[src/hw/dcsw_pkg.sv]
// Purpose: Shared constants and types of the driver control and status word logic.
// Assumes: 100 MHz system clock; serial words are 16 bits, MSB first.
package dcsw_pkg;
	localparam int WORD_W = 16;
	localparam int NUM_SW = 12;
	localparam int CLK_MHZ = 100;
	localparam logic [3:0] CNT_W = 4'hF;
	// Control word fields.
	localparam int CTL_STAT_CLR = 0;
	localparam int CTL_SW_LSB = 1;
	localparam int CTL_OC_LOCK = 13;
	localparam int CTL_UNUSED = 14;
	localparam int CTL_OV_LOCK = 15;
	// Status word fields.
	localparam int ST_TEMP = 0;
	localparam int ST_SW_LSB = 1;
	localparam int ST_OVLD = 13;
	localparam int ST_UNLD = 14;
	localparam int ST_SUPPLY = 15;
	localparam logic [15:0] CTL_RESET = 16'h0000;
	localparam logic [15:0] ST_RESET = 16'h0000;
	// Delays in microseconds and their cycle counts.
	localparam int OC_DELAY_US = 50;
	localparam int UL_BLANK_US = 300;
	localparam int OC_DELAY_CYC = OC_DELAY_US * CLK_MHZ;
	localparam int UL_BLANK_CYC = UL_BLANK_US * CLK_MHZ;
	localparam int TMR_W = 16;

	typedef struct packed {
		logic [NUM_SW-1:0] overcurrent;
		logic [NUM_SW-1:0] underload;
		logic [NUM_SW-1:0] conducting;
		logic temp_warn;
		logic temp_emerg;
		logic temp_recover;
		logic overvoltage;
		logic undervoltage;
	} dcsw_sense_s;

	typedef struct packed {
		logic sclk;
		logic frame_select_low_n;
		logic serial_in;
	} dcsw_link_s;
endpackage : dcsw_pkg

[src/hw/dcsw_sync.sv]
// Purpose: Two-flop synchroniser for a bus of asynchronous levels.
// Assumes: Destination clock is sys_clk_i.
// Notes: First stage is read only by the second; reset value is the idle level.
`timescale 1ns/1ns
`default_nettype none
module dcsw_sync #(
	parameter int W = 1,
	parameter logic [W-1:0] RST_VAL = '0
) (
	// Clock and reset
	input wire logic sys_clk_i,
	input wire logic arst_n_i,
	input wire logic ce_i,
	// Data
	input wire logic [W-1:0] d_i,
	output logic [W-1:0] q_o
);
	logic [W-1:0] s1_r;
	logic [W-1:0] s2_r;
	logic [W-1:0] s1_nxt;
	logic [W-1:0] s2_nxt;

	always_comb begin
		s1_nxt = ce_i ? d_i : s1_r;
		s2_nxt = ce_i ? s1_r : s2_r;
	end

	always_ff @(posedge sys_clk_i or negedge arst_n_i) begin
		if (!arst_n_i) begin
			s1_r <= RST_VAL;
			s2_r <= RST_VAL;
		end else begin
			s1_r <= s1_nxt;
			s2_r <= s2_nxt;
		end
	end

	assign q_o = s2_r;
endmodule : dcsw_sync
`default_nettype wire

[src/hw/dcsw_octimer.sv]
// Purpose: Per-channel overcurrent persistence timer.
// Assumes: Overcurrent input already synchronised.
// Notes: Trips once the overcurrent has lasted the full delay.
`timescale 1ns/1ns
`default_nettype none
module dcsw_octimer
	import dcsw_pkg::*;
(
	// Clock and reset
	input wire logic sys_clk_i,
	input wire logic arst_n_i,
	input wire logic ce_i,
	// Channel
	input wire logic oc_i,
	output logic trip_o
);
	logic [TMR_W-1:0] cnt_r;
	logic [TMR_W-1:0] cnt_nxt;
	logic trip_nxt;

	always_comb begin
		cnt_nxt = cnt_r;
		trip_nxt = 1'b0;
		if (!oc_i) begin
			cnt_nxt = '0;
		end else if (cnt_r >= TMR_W'(OC_DELAY_CYC - 1)) begin
			trip_nxt = 1'b1;
		end else begin
			cnt_nxt = cnt_r + TMR_W'(1);
		end
	end

	always_ff @(posedge sys_clk_i or negedge arst_n_i) begin
		if (!arst_n_i) begin
			cnt_r <= '0;
			trip_o <= 1'b0;
		end else if (ce_i) begin
			cnt_r <= cnt_nxt;
			trip_o <= trip_nxt;
		end
	end
endmodule : dcsw_octimer
`default_nettype wire

[src/hw/dcsw_top.sv]
// Purpose: Serial control word intake, switch drive and latched status word.
// Assumes: Link pins and sense inputs are asynchronous to sys_clk_i.
// Notes: Serial clock is sampled and its edges detected in the system clock.
`timescale 1ns/1ns
`default_nettype none
module dcsw_top
	import dcsw_pkg::*;
(
	// Clock, reset, enable
	input wire logic sys_clk_i,
	input wire logic arst_n_i,
	input wire logic ce_i,
	// Serial link
	input wire dcsw_pkg::dcsw_link_s link_i,
	output logic serial_out_o,
	// Supplies and sleep
	input wire logic logic_supply_i,
	input wire logic sleep_inhibit_input_n_i,
	// Analog sense flags
	input wire dcsw_pkg::dcsw_sense_s sense_i,
	// Switch drive: bit k-1 follows control bit k
	output logic [dcsw_pkg::NUM_SW-1:0] switch_on_o,
	output logic [dcsw_pkg::WORD_W-1:0] control_word_o,
	output logic [dcsw_pkg::WORD_W-1:0] status_word_o
);
	import dcsw_pkg::*;

	// ----------------------------------------------------------------
	// Input synchronisers
	// ----------------------------------------------------------------
	localparam int SYNC_W = $bits(dcsw_link_s) + $bits(dcsw_sense_s) + 2;
	// Reset levels equal the idle pins, so leaving reset makes no false select edge.
	localparam logic [SYNC_W-1:0] SYNC_RST = {3'h2, {$bits(dcsw_sense_s){1'b0}}, 2'h1};
	logic [SYNC_W-1:0] sync_q;
	dcsw_link_s lnk;
	dcsw_sense_s sns;
	logic sup_s;
	logic slp_n_s;

	dcsw_sync #(.W(SYNC_W), .RST_VAL(SYNC_RST)) u_sync (
		.sys_clk_i(sys_clk_i),
		.arst_n_i(arst_n_i),
		.ce_i(ce_i),
		.d_i({link_i, sense_i, logic_supply_i, sleep_inhibit_input_n_i}),
		.q_o(sync_q)
	);
	assign {lnk, sns, sup_s, slp_n_s} = sync_q;

	// ----------------------------------------------------------------
	// Overcurrent persistence timers
	// ----------------------------------------------------------------
	logic [NUM_SW-1:0] oc_trip;
	for (genvar g = 0; g < NUM_SW; g++) begin : g_oc
		dcsw_octimer u_oct (
			.sys_clk_i(sys_clk_i),
			.arst_n_i(arst_n_i),
			.ce_i(ce_i),
			.oc_i(sns.overcurrent[g]),
			.trip_o(oc_trip[g])
		);
	end

	// ----------------------------------------------------------------
	// Serial shifter
	// ----------------------------------------------------------------
	logic sclk_d_r, sclk_d_nxt;
	logic sel_d_r, sel_d_nxt;
	logic [WORD_W-1:0] shin_r, shin_nxt;
	logic [WORD_W-1:0] shout_r, shout_nxt;
	logic [WORD_W-1:0] ctl_r, ctl_nxt;
	logic [WORD_W-1:0] st_r, st_nxt;
	logic [NUM_SW-1:0] lock_r, lock_nxt;
	logic [TMR_W-1:0] blank_r, blank_nxt;
	logic sup_d_r, sup_d_nxt;
	logic sdo_r, sdo_nxt;
	logic [NUM_SW-1:0] sw_r, sw_nxt;
	logic sclk_rise, sclk_fall, cs_fall, cs_rise, active;

	assign sclk_rise = lnk.sclk & ~sclk_d_r;
	assign sclk_fall = ~lnk.sclk & sclk_d_r;
	assign cs_fall = ~lnk.frame_select_low_n & sel_d_r;
	assign cs_rise = lnk.frame_select_low_n & ~sel_d_r;
	assign active = ~lnk.frame_select_low_n;

	always_comb begin
		sclk_d_nxt = lnk.sclk;
		sel_d_nxt = lnk.frame_select_low_n;
		shin_nxt = shin_r;
		shout_nxt = shout_r;
		sdo_nxt = sdo_r;
		ctl_nxt = ctl_r;
		if (cs_fall) begin
			shout_nxt = st_r;
			sdo_nxt = st_r[WORD_W-1];
		end else if (active && sclk_rise) begin
			shin_nxt = {shin_r[WORD_W-2:0], lnk.serial_in};
		end else if (active && sclk_fall) begin
			shout_nxt = {shout_r[WORD_W-2:0], 1'b0};
			sdo_nxt = shout_r[WORD_W-2];
		end
		if (cs_rise) begin
			ctl_nxt = shin_r;
		end
	end

	// ----------------------------------------------------------------
	// Protection and switch drive
	// ----------------------------------------------------------------
	logic all_off;
	always_comb begin
		lock_nxt = lock_r;
		if (cs_rise) begin
			lock_nxt = '0;
		end
		if (ctl_r[CTL_OC_LOCK]) begin
			lock_nxt = lock_nxt | oc_trip;
		end
		all_off = sns.temp_emerg
			| (ctl_r[CTL_OV_LOCK] & sns.overvoltage);
		sw_nxt = all_off ? '0 : (ctl_r[CTL_SW_LSB +: NUM_SW] & ~lock_r);
		blank_nxt = blank_r;
		if (cs_rise) begin
			blank_nxt = TMR_W'(UL_BLANK_CYC);
		end else if (blank_r != '0) begin
			blank_nxt = blank_r - TMR_W'(1);
		end
	end

	// ----------------------------------------------------------------
	// Status word
	// ----------------------------------------------------------------
	always_comb begin
		sup_d_nxt = sup_s;
		st_nxt = st_r;
		st_nxt[ST_SW_LSB +: NUM_SW] = sns.conducting;
		if (!slp_n_s) begin
			st_nxt = ST_RESET;
		end else begin
			// A supply change clears the flags like bit 0 does; a same-cycle set still wins.
			if ((cs_rise && ctl_r[CTL_STAT_CLR]) || sup_s != sup_d_r) begin
				st_nxt[ST_OVLD] = 1'b0;
				st_nxt[ST_UNLD] = 1'b0;
				st_nxt[ST_SUPPLY] = 1'b0;
				st_nxt[ST_TEMP] = 1'b0;
			end
			if (sns.temp_warn) begin
				st_nxt[ST_TEMP] = 1'b1;
			end else if (sns.temp_recover) begin
				st_nxt[ST_TEMP] = 1'b0;
			end
			if (ctl_r[CTL_OC_LOCK] && |oc_trip) begin
				st_nxt[ST_OVLD] = 1'b1;
			end
			if (blank_r == '0 && !cs_rise && |sns.underload) begin
				st_nxt[ST_UNLD] = 1'b1;
			end
			if (sns.overvoltage || sns.undervoltage) begin
				st_nxt[ST_SUPPLY] = 1'b1;
			end
		end
	end

	always_ff @(posedge sys_clk_i or negedge arst_n_i) begin
		if (!arst_n_i) begin
			sclk_d_r <= 1'b0;
			sel_d_r <= 1'b1;
			shin_r <= '0;
			shout_r <= '0;
			sdo_r <= 1'b0;
			ctl_r <= CTL_RESET;
			st_r <= ST_RESET;
			lock_r <= '0;
			blank_r <= '0;
			sup_d_r <= 1'b0;
			sw_r <= '0;
		end else if (ce_i) begin
			sclk_d_r <= sclk_d_nxt;
			sel_d_r <= sel_d_nxt;
			shin_r <= shin_nxt;
			shout_r <= shout_nxt;
			sdo_r <= sdo_nxt;
			ctl_r <= ctl_nxt;
			st_r <= st_nxt;
			lock_r <= lock_nxt;
			blank_r <= blank_nxt;
			sup_d_r <= sup_d_nxt;
			sw_r <= sw_nxt;
		end
	end

	assign serial_out_o = sdo_r;
	assign switch_on_o = sw_r;
	assign control_word_o = ctl_r;
	assign status_word_o = st_r;
endmodule : dcsw_top
`default_nettype wire

[config.mk]
export PLATFORM = sky130hd
export DESIGN_NAME = dcsw_top
export DESIGN_NICKNAME = d
export VERILOG_FILES = /design/src/hw/dcsw_pkg.sv /design/src/hw/dcsw_sync.sv /design/src/hw/dcsw_octimer.sv /design/src/hw/dcsw_top.sv
export SDC_FILE = /design/constraint.sdc
export NUM_CORES = 1
export LEC_CHECK = 0
export ABC_AREA = 1
export ABC_CLOCK_PERIOD_IN_PS = 2000
export BUFFER_PORTS_ARGS = -buffer_cell sky130_fd_sc_hd__buf_2
export CAP_MARGIN = 40
export CORE_ASPECT_RATIO = 1.4
export CORE_UTILIZATION = 60
export CTS_BUF_LIST = sky130_fd_sc_hd__clkbuf_16
export DETAILED_ROUTE_END_ITERATION = 8
export PLACE_DENSITY = 0.78
export SLEW_MARGIN = 10
export SYNTH_ARGS = -nofsm -noshare
export SYNTH_HDL_FRONTEND = slang
export SYNTH_SLANG_ARGS = --single-unit
[constraint.sdc]
create_clock -name sys_clk_i -period 2 [get_ports sys_clk_i]
set_input_delay 0.4 -clock sys_clk_i [delete_from_list [all_inputs] [get_ports sys_clk_i]]
set_output_delay 0.4 -clock sys_clk_i [all_outputs]
set_load 0.1 [all_outputs]
**Word level (Yosys, flattened, before mapping)**

Index checks and enable logic that the tools add are counted.

- Add/subtract/negate cells: 13
- Magnitude comparators: 12
- Eq/ne operators: 18
- Mux-type cells: 69
- Bitwise operators: 14
- Reductions and logical operators: 35

Operators by type and width:

| kind | number |
|---|---|
| $mux 16 | 26 |
| $add 16x1->16 const B | 12 |
| $ge 16x13->1 const B | 12 |
| $mux 12 | 4 |
| $mux 15 | 3 |
| $reduce_and 2->1 | 18 |
| $mux 1 | 34 |
| $ne 2x2->1 const B | 13 |
| $reduce_or 12->1 | 2 |
| $logic_not 16->1 | 1 |
| $reduce_bool 16->1 | 1 |
| $sub 16x1->16 const B | 1 |
| $and 12x12->12 | 1 |
| $not 12->12 | 1 |
| $or 12x12->12 | 1 |
| $ne 3x3->1 const B | 3 |
| $logic_and 1x1->1 | 6 |
| $mux 3 | 2 |
| $reduce_and 3->1 | 2 |
| $and 1x1->1 | 5 |
| $not 1->1 | 5 |
| $ne 4x2->1 const B | 1 |
| $reduce_bool 2->1 | 2 |
| $logic_or 1x1->1 | 2 |
| 3 further kinds | 3 |

- Bits in registers: 403
- Input bits: 49
- Output and inout bits: 45
- Word-level logic and storage cells: 202

**Longest topological paths before layout**

- Depth after elaboration: 8
- Gate-level depth with buffers: 13
- Gate-level depth less buffers: 11

**Modules after synthesis**

From an unflattened synthesis, not the netlist that was laid out.

- Cell total of the unflattened synthesis: 2863
- Area total of the unflattened synthesis: 21388.0 um^2

By module, submodules not included:

| module | instances | cells an instance | area an instance (um^2) | sequential area each (um^2) |
|---|---|---|---|---|
| dcsw_octimer | 12 | 159 | 1092.3 | 425.4 |
| dcsw_top | 1 | 566 | 4789.6 | 2678.8 |
| dcsw_sync | 1 | 389 | 3490.8 | 2307.2 |

**Least setup slack after synthesis**

No wires, ideal clock.

- Path kind: register to register
- Start: reg ctl_r[15], in the netlist control_word_o[15]
- End: reg sw_r[10], in the netlist switch_on_o[10]
- Library setup time: 0.130 ns
- Arrival time: 1.583 ns
- Data required time: 1.870 ns
- Slack: 0.287 ns
- Stages on the path, launching flop included: 5
- Path buffers: 1
- Period minus slack after synthesis: 1.713 ns
- Path through: dfrtp_1 inv_1 o21ai_0 clkbuf_1 o21ai_0

- Cells in the longest elaborated chain, start to end: 3

Ends and longest elaborated chain:

| item | RTL line | RTL |
|---|---|---|
| from (decl) | dcsw_top.sv:70 | `logic [WORD_W-1:0] ctl_r, ctl_nxt;` |
| from (signal assigned) | dcsw_top.sv:182 | `ctl_r <= ctl_nxt;` |
| $and 1x1->1 | dcsw_top.sv:119 | `\| (ctl_r[CTL_OV_LOCK] & sns.overvoltage);` |
| $or 1x1->1 | dcsw_top.sv:119 |  |
| $mux 12 | dcsw_top.sv:120 | `sw_nxt = all_off ? '0 : (ctl_r[CTL_SW_LSB +: NUM_SW] & ~lock_r);` |
| to (signal assigned) | dcsw_top.sv:187 | `sw_r <= sw_nxt;` |
| to (decl) | dcsw_top.sv:76 | `logic [NUM_SW-1:0] sw_r, sw_nxt;` |

Every way passes these cells.
A chain may end at the register's enable or synchronous reset.

**Worst setup path in the final report**

- Start: reg ctl_r[0], in the netlist control_word_o[0]
- End: out control_word_o[0] in the netlist's numbering

RTL lines:

| item | RTL line | RTL |
|---|---|---|
| to (decl) | dcsw_top.sv:23 | `output logic [dcsw_pkg::WORD_W-1:0] control_word_o,` |

No word-level cell between the ends.

==> metrics.md <==
| Metric | Value |
|---|---|
| Initial Utilization | 0.6120 |
| CTS sink cnt | 403 |
| Post-DRT Antenna Nets | 0 |
| Seq/Total Area, Yosys | 0.4802 |
| Core area | 34330 sq um |
| # setup viols final | 0 |
| Yosys Warn Count | 0 |
| WL per Instance | 13.80 um |
| Synthesized instance count | 2874 |
| Post-synthesis cell type count | 34 |
| Fin Clk Skew | 22.14 ps |
| CP arrival | 1440 ps |
| Synthesized flop and latch total | 403 |
| CP Buf/Inv Count | 1 |
| RSZ-0062 raised after global routing | no |
| Final cell count without fillers | 3444 |
| Clock Tree Buf Depth | 3 |
| Lkg Pwr | 0.01179 uW |
| Final wirelength | 47540 um |
| Biggest cell delay along the critical path | 460 ps |
| Max-Slew Margin vs Limit | 0.6545 |
| Worst-path clk slew | 60 ps |
| Slowest CP cell | buf_2 |
| Commonest non-fill, non-tap cell in the layout | nand2_1 |
| Pwr Total | 20470 uW |
| Hold Path Class | in2reg |
| HPWL Detailed | 32520 um |
| CTS Buf Count | 41 |
| Crit path required time | 1600 ps |
| Crit-path leading delay family | buffers and inverters |
| Worst path cell trace | buf_2 |
| VDD IR-drop max | 1265 uV |
| DRC | 0 |
| Die width | 160.2 um |
| Max Slew Vio Count | 0 |
| Ys flop type | dfrtp_1 |
| Setup crit start kind | register |
| RD Place Congestion | 0.9090 |
| Netlist Area Pre-Place | 21010 sq um |
| Initial antenna violation count | 0 |
| Largest net degree at the start of global routing | 74 |
| GR Overflow Total | 0 |
| I/O Buffers | 93 |
| Vias/cell | 5.401 |
| Total number of vias | 18.60k |
| Placed Instances | 3369 |
| Hold Slack | 42.97 ps |
| Critical path fanouts, max | 3 |
| Die Y | 223.4 um |
| CTS H-tree depth | 2 |
| Mean Syn Cell Area | 7.311 sq um |
| Setup crit end kind | primary output |
| PD cells | 873.2 nW/um^2 |
| Clock Latency Late Sink | 550 ps |
| Tmin final | 1840 ps |
| Syn Nets | 2937 |
| Area grow syn2layout | 11.55% |
| First-pass GRT wire length | 82060 um |
| I/O pin cnt | 94 |
| Max-Cap Viols | 0 |
| FP Rows | 80 |
| Asr flop ratio synth | 1.000 |
| Total GRT Usage | 0.2738 |
| Fin. Hold Viols | 0 |
| CTS root buf | clkbuf_16 |
| Setup_tns | 0 ps |
| 1st-iter DRT viols | 1224 |
| Die area | 35780 sq um |
| Slew @ Worst Pin | 521.9 ps |
| Layout cells sized above 1 | 0.08386 |
| Type of the worst setup path | reg2out |
| Drt pass-1 iters | 5 |
| Commonest cells after routing, fill and taps aside | nand2_1, dfrtp_1, nor2_1, nand3_1, inv_1 |
| CTS tree | yes |
| Inserted Diodes | 0 |
| Status | complete, no violations |
| Post-layout nets | 3025 |
| F_max | 543.5 MHz |
| Vias in the first global route | 17.98k |
| EDFF count, synth | 0 |
| Tcrit/Tclk final | 0.9200 |
cell families after synthesis:
kind of cell               Yosys count  synth area share
AOI/OAI and AO/OA                  253           0.06907
xor gates and xnor gates            51           0.02126
adders and majority gates           14          0.008336
buffers and inverters              378           0.07366
DFF                                403            0.4802
and+or+nand+nor                   1775            0.3474
metrics by stage:
stage / util / setup slack [ps] / area (sq um)
global route: 0.6827 / 8.110 / 23440
detailed placement: 0.6459 / 129.5 / 22180
global placement: 0.6459 / 204.6 / 22180
finish: 0.6827 / 160.0 / 23440
floorplan: - / 287.4 / 21010
CTS: 0.6825 / 123.3 / 23430
what timing repair did:
item / CTS / global route
hold buffers: 1 / 0
buffers inserted: 0 / 0
setup endpoints to repair: 0 / 13
hold endpoints to repair: 31 / 0
gates resized for setup: 0 / 3
per-layer routing:
metal	share of wire	track usage	wire length, um
met1	0.42	0.3433	20090
met2	0.51	0.4849	24090
met3	0.050	0.04053	2380
met4	0.020	0.08786	974
met5	0	0	0
path summary, 6_finish.rpt:
| check | to | cells past startpoint | from | slack (ps) |
|---|---|---|---|---|
| hold / removal | u_sync.s1_r[11]$_DFFE_PN0P_ | 3 | sense_i[9] | 40 |
| setup / recovery | control_word_o[0] | 1 | control_word_o[0]$_DFFE_PN0P_ | 160 |
| max in group asynchronous | g_oc[9].u_oct.cnt_r[11]$_DFFE_PN0P_ | 3 | arst_n_i | 930 |
| setup reg to reg | g_oc[9].u_oct.cnt_r[9]$_DFFE_PN0P_ | 10 | g_oc[9].u_oct.cnt_r[0]$_DFFE_PN0P_ | 180 |
| hold reg to reg | u_sync.s1_r[44]$_DFFE_PN1P_ | 2 | u_sync.s1_r[44]$_DFFE_PN1P_ | 470 |
| min in group asynchronous | g_oc[6].u_oct.cnt_r[7]$_DFFE_PN0P_ | 2 | arst_n_i | 330 |
synthesized netlist by cell type (all sizes together), types with 12 or more instances:
cell       n  area, sq um
nand2   1066         4039
dfrtp    398         9960
nor2     343         1305
nand3    285         1426
inv      262        983.4
o21ai    152        760.7
buf       68        382.9
nand4     51        319.1
xor2      49        429.2
clkbuf    47        177.7
a21boi    24        180.2
a21oi     24        131.4
nor3b     20        150.1
a31oi     15        93.84
ha        14        175.2
o211ai    14        105.1
a21o      12        90.09
o21bai    12        90.09
power breakdown:
group	internal, uW	switching [uW]
Combinational	924	2770
Sequential	8930	603
Clock	4010	3230
Total	13900	6610
sequential cells by signal, indices dropped and copies added (netlist names), 15 cells and up:
register	count
control_word_o	16
shin_r	16
shout_r	15
u_sync.q_o	46
g_oc.u_oct.cnt_r	192
u_sync.s1_r	46
status_word_o	16
blank_r	16
final cells by class:
type                    count  area [sq um]
clock buffers              41          1026
clock inverters            33         220.2
fillers                  2856         10890
inverters                 263         989.7
multi-input cells        2093          9382
flip-flops and latches    403         10090
well taps                 451         564.3
repair buffers            160          1166
No activity file was read; power rests on OpenSTA's default activity.
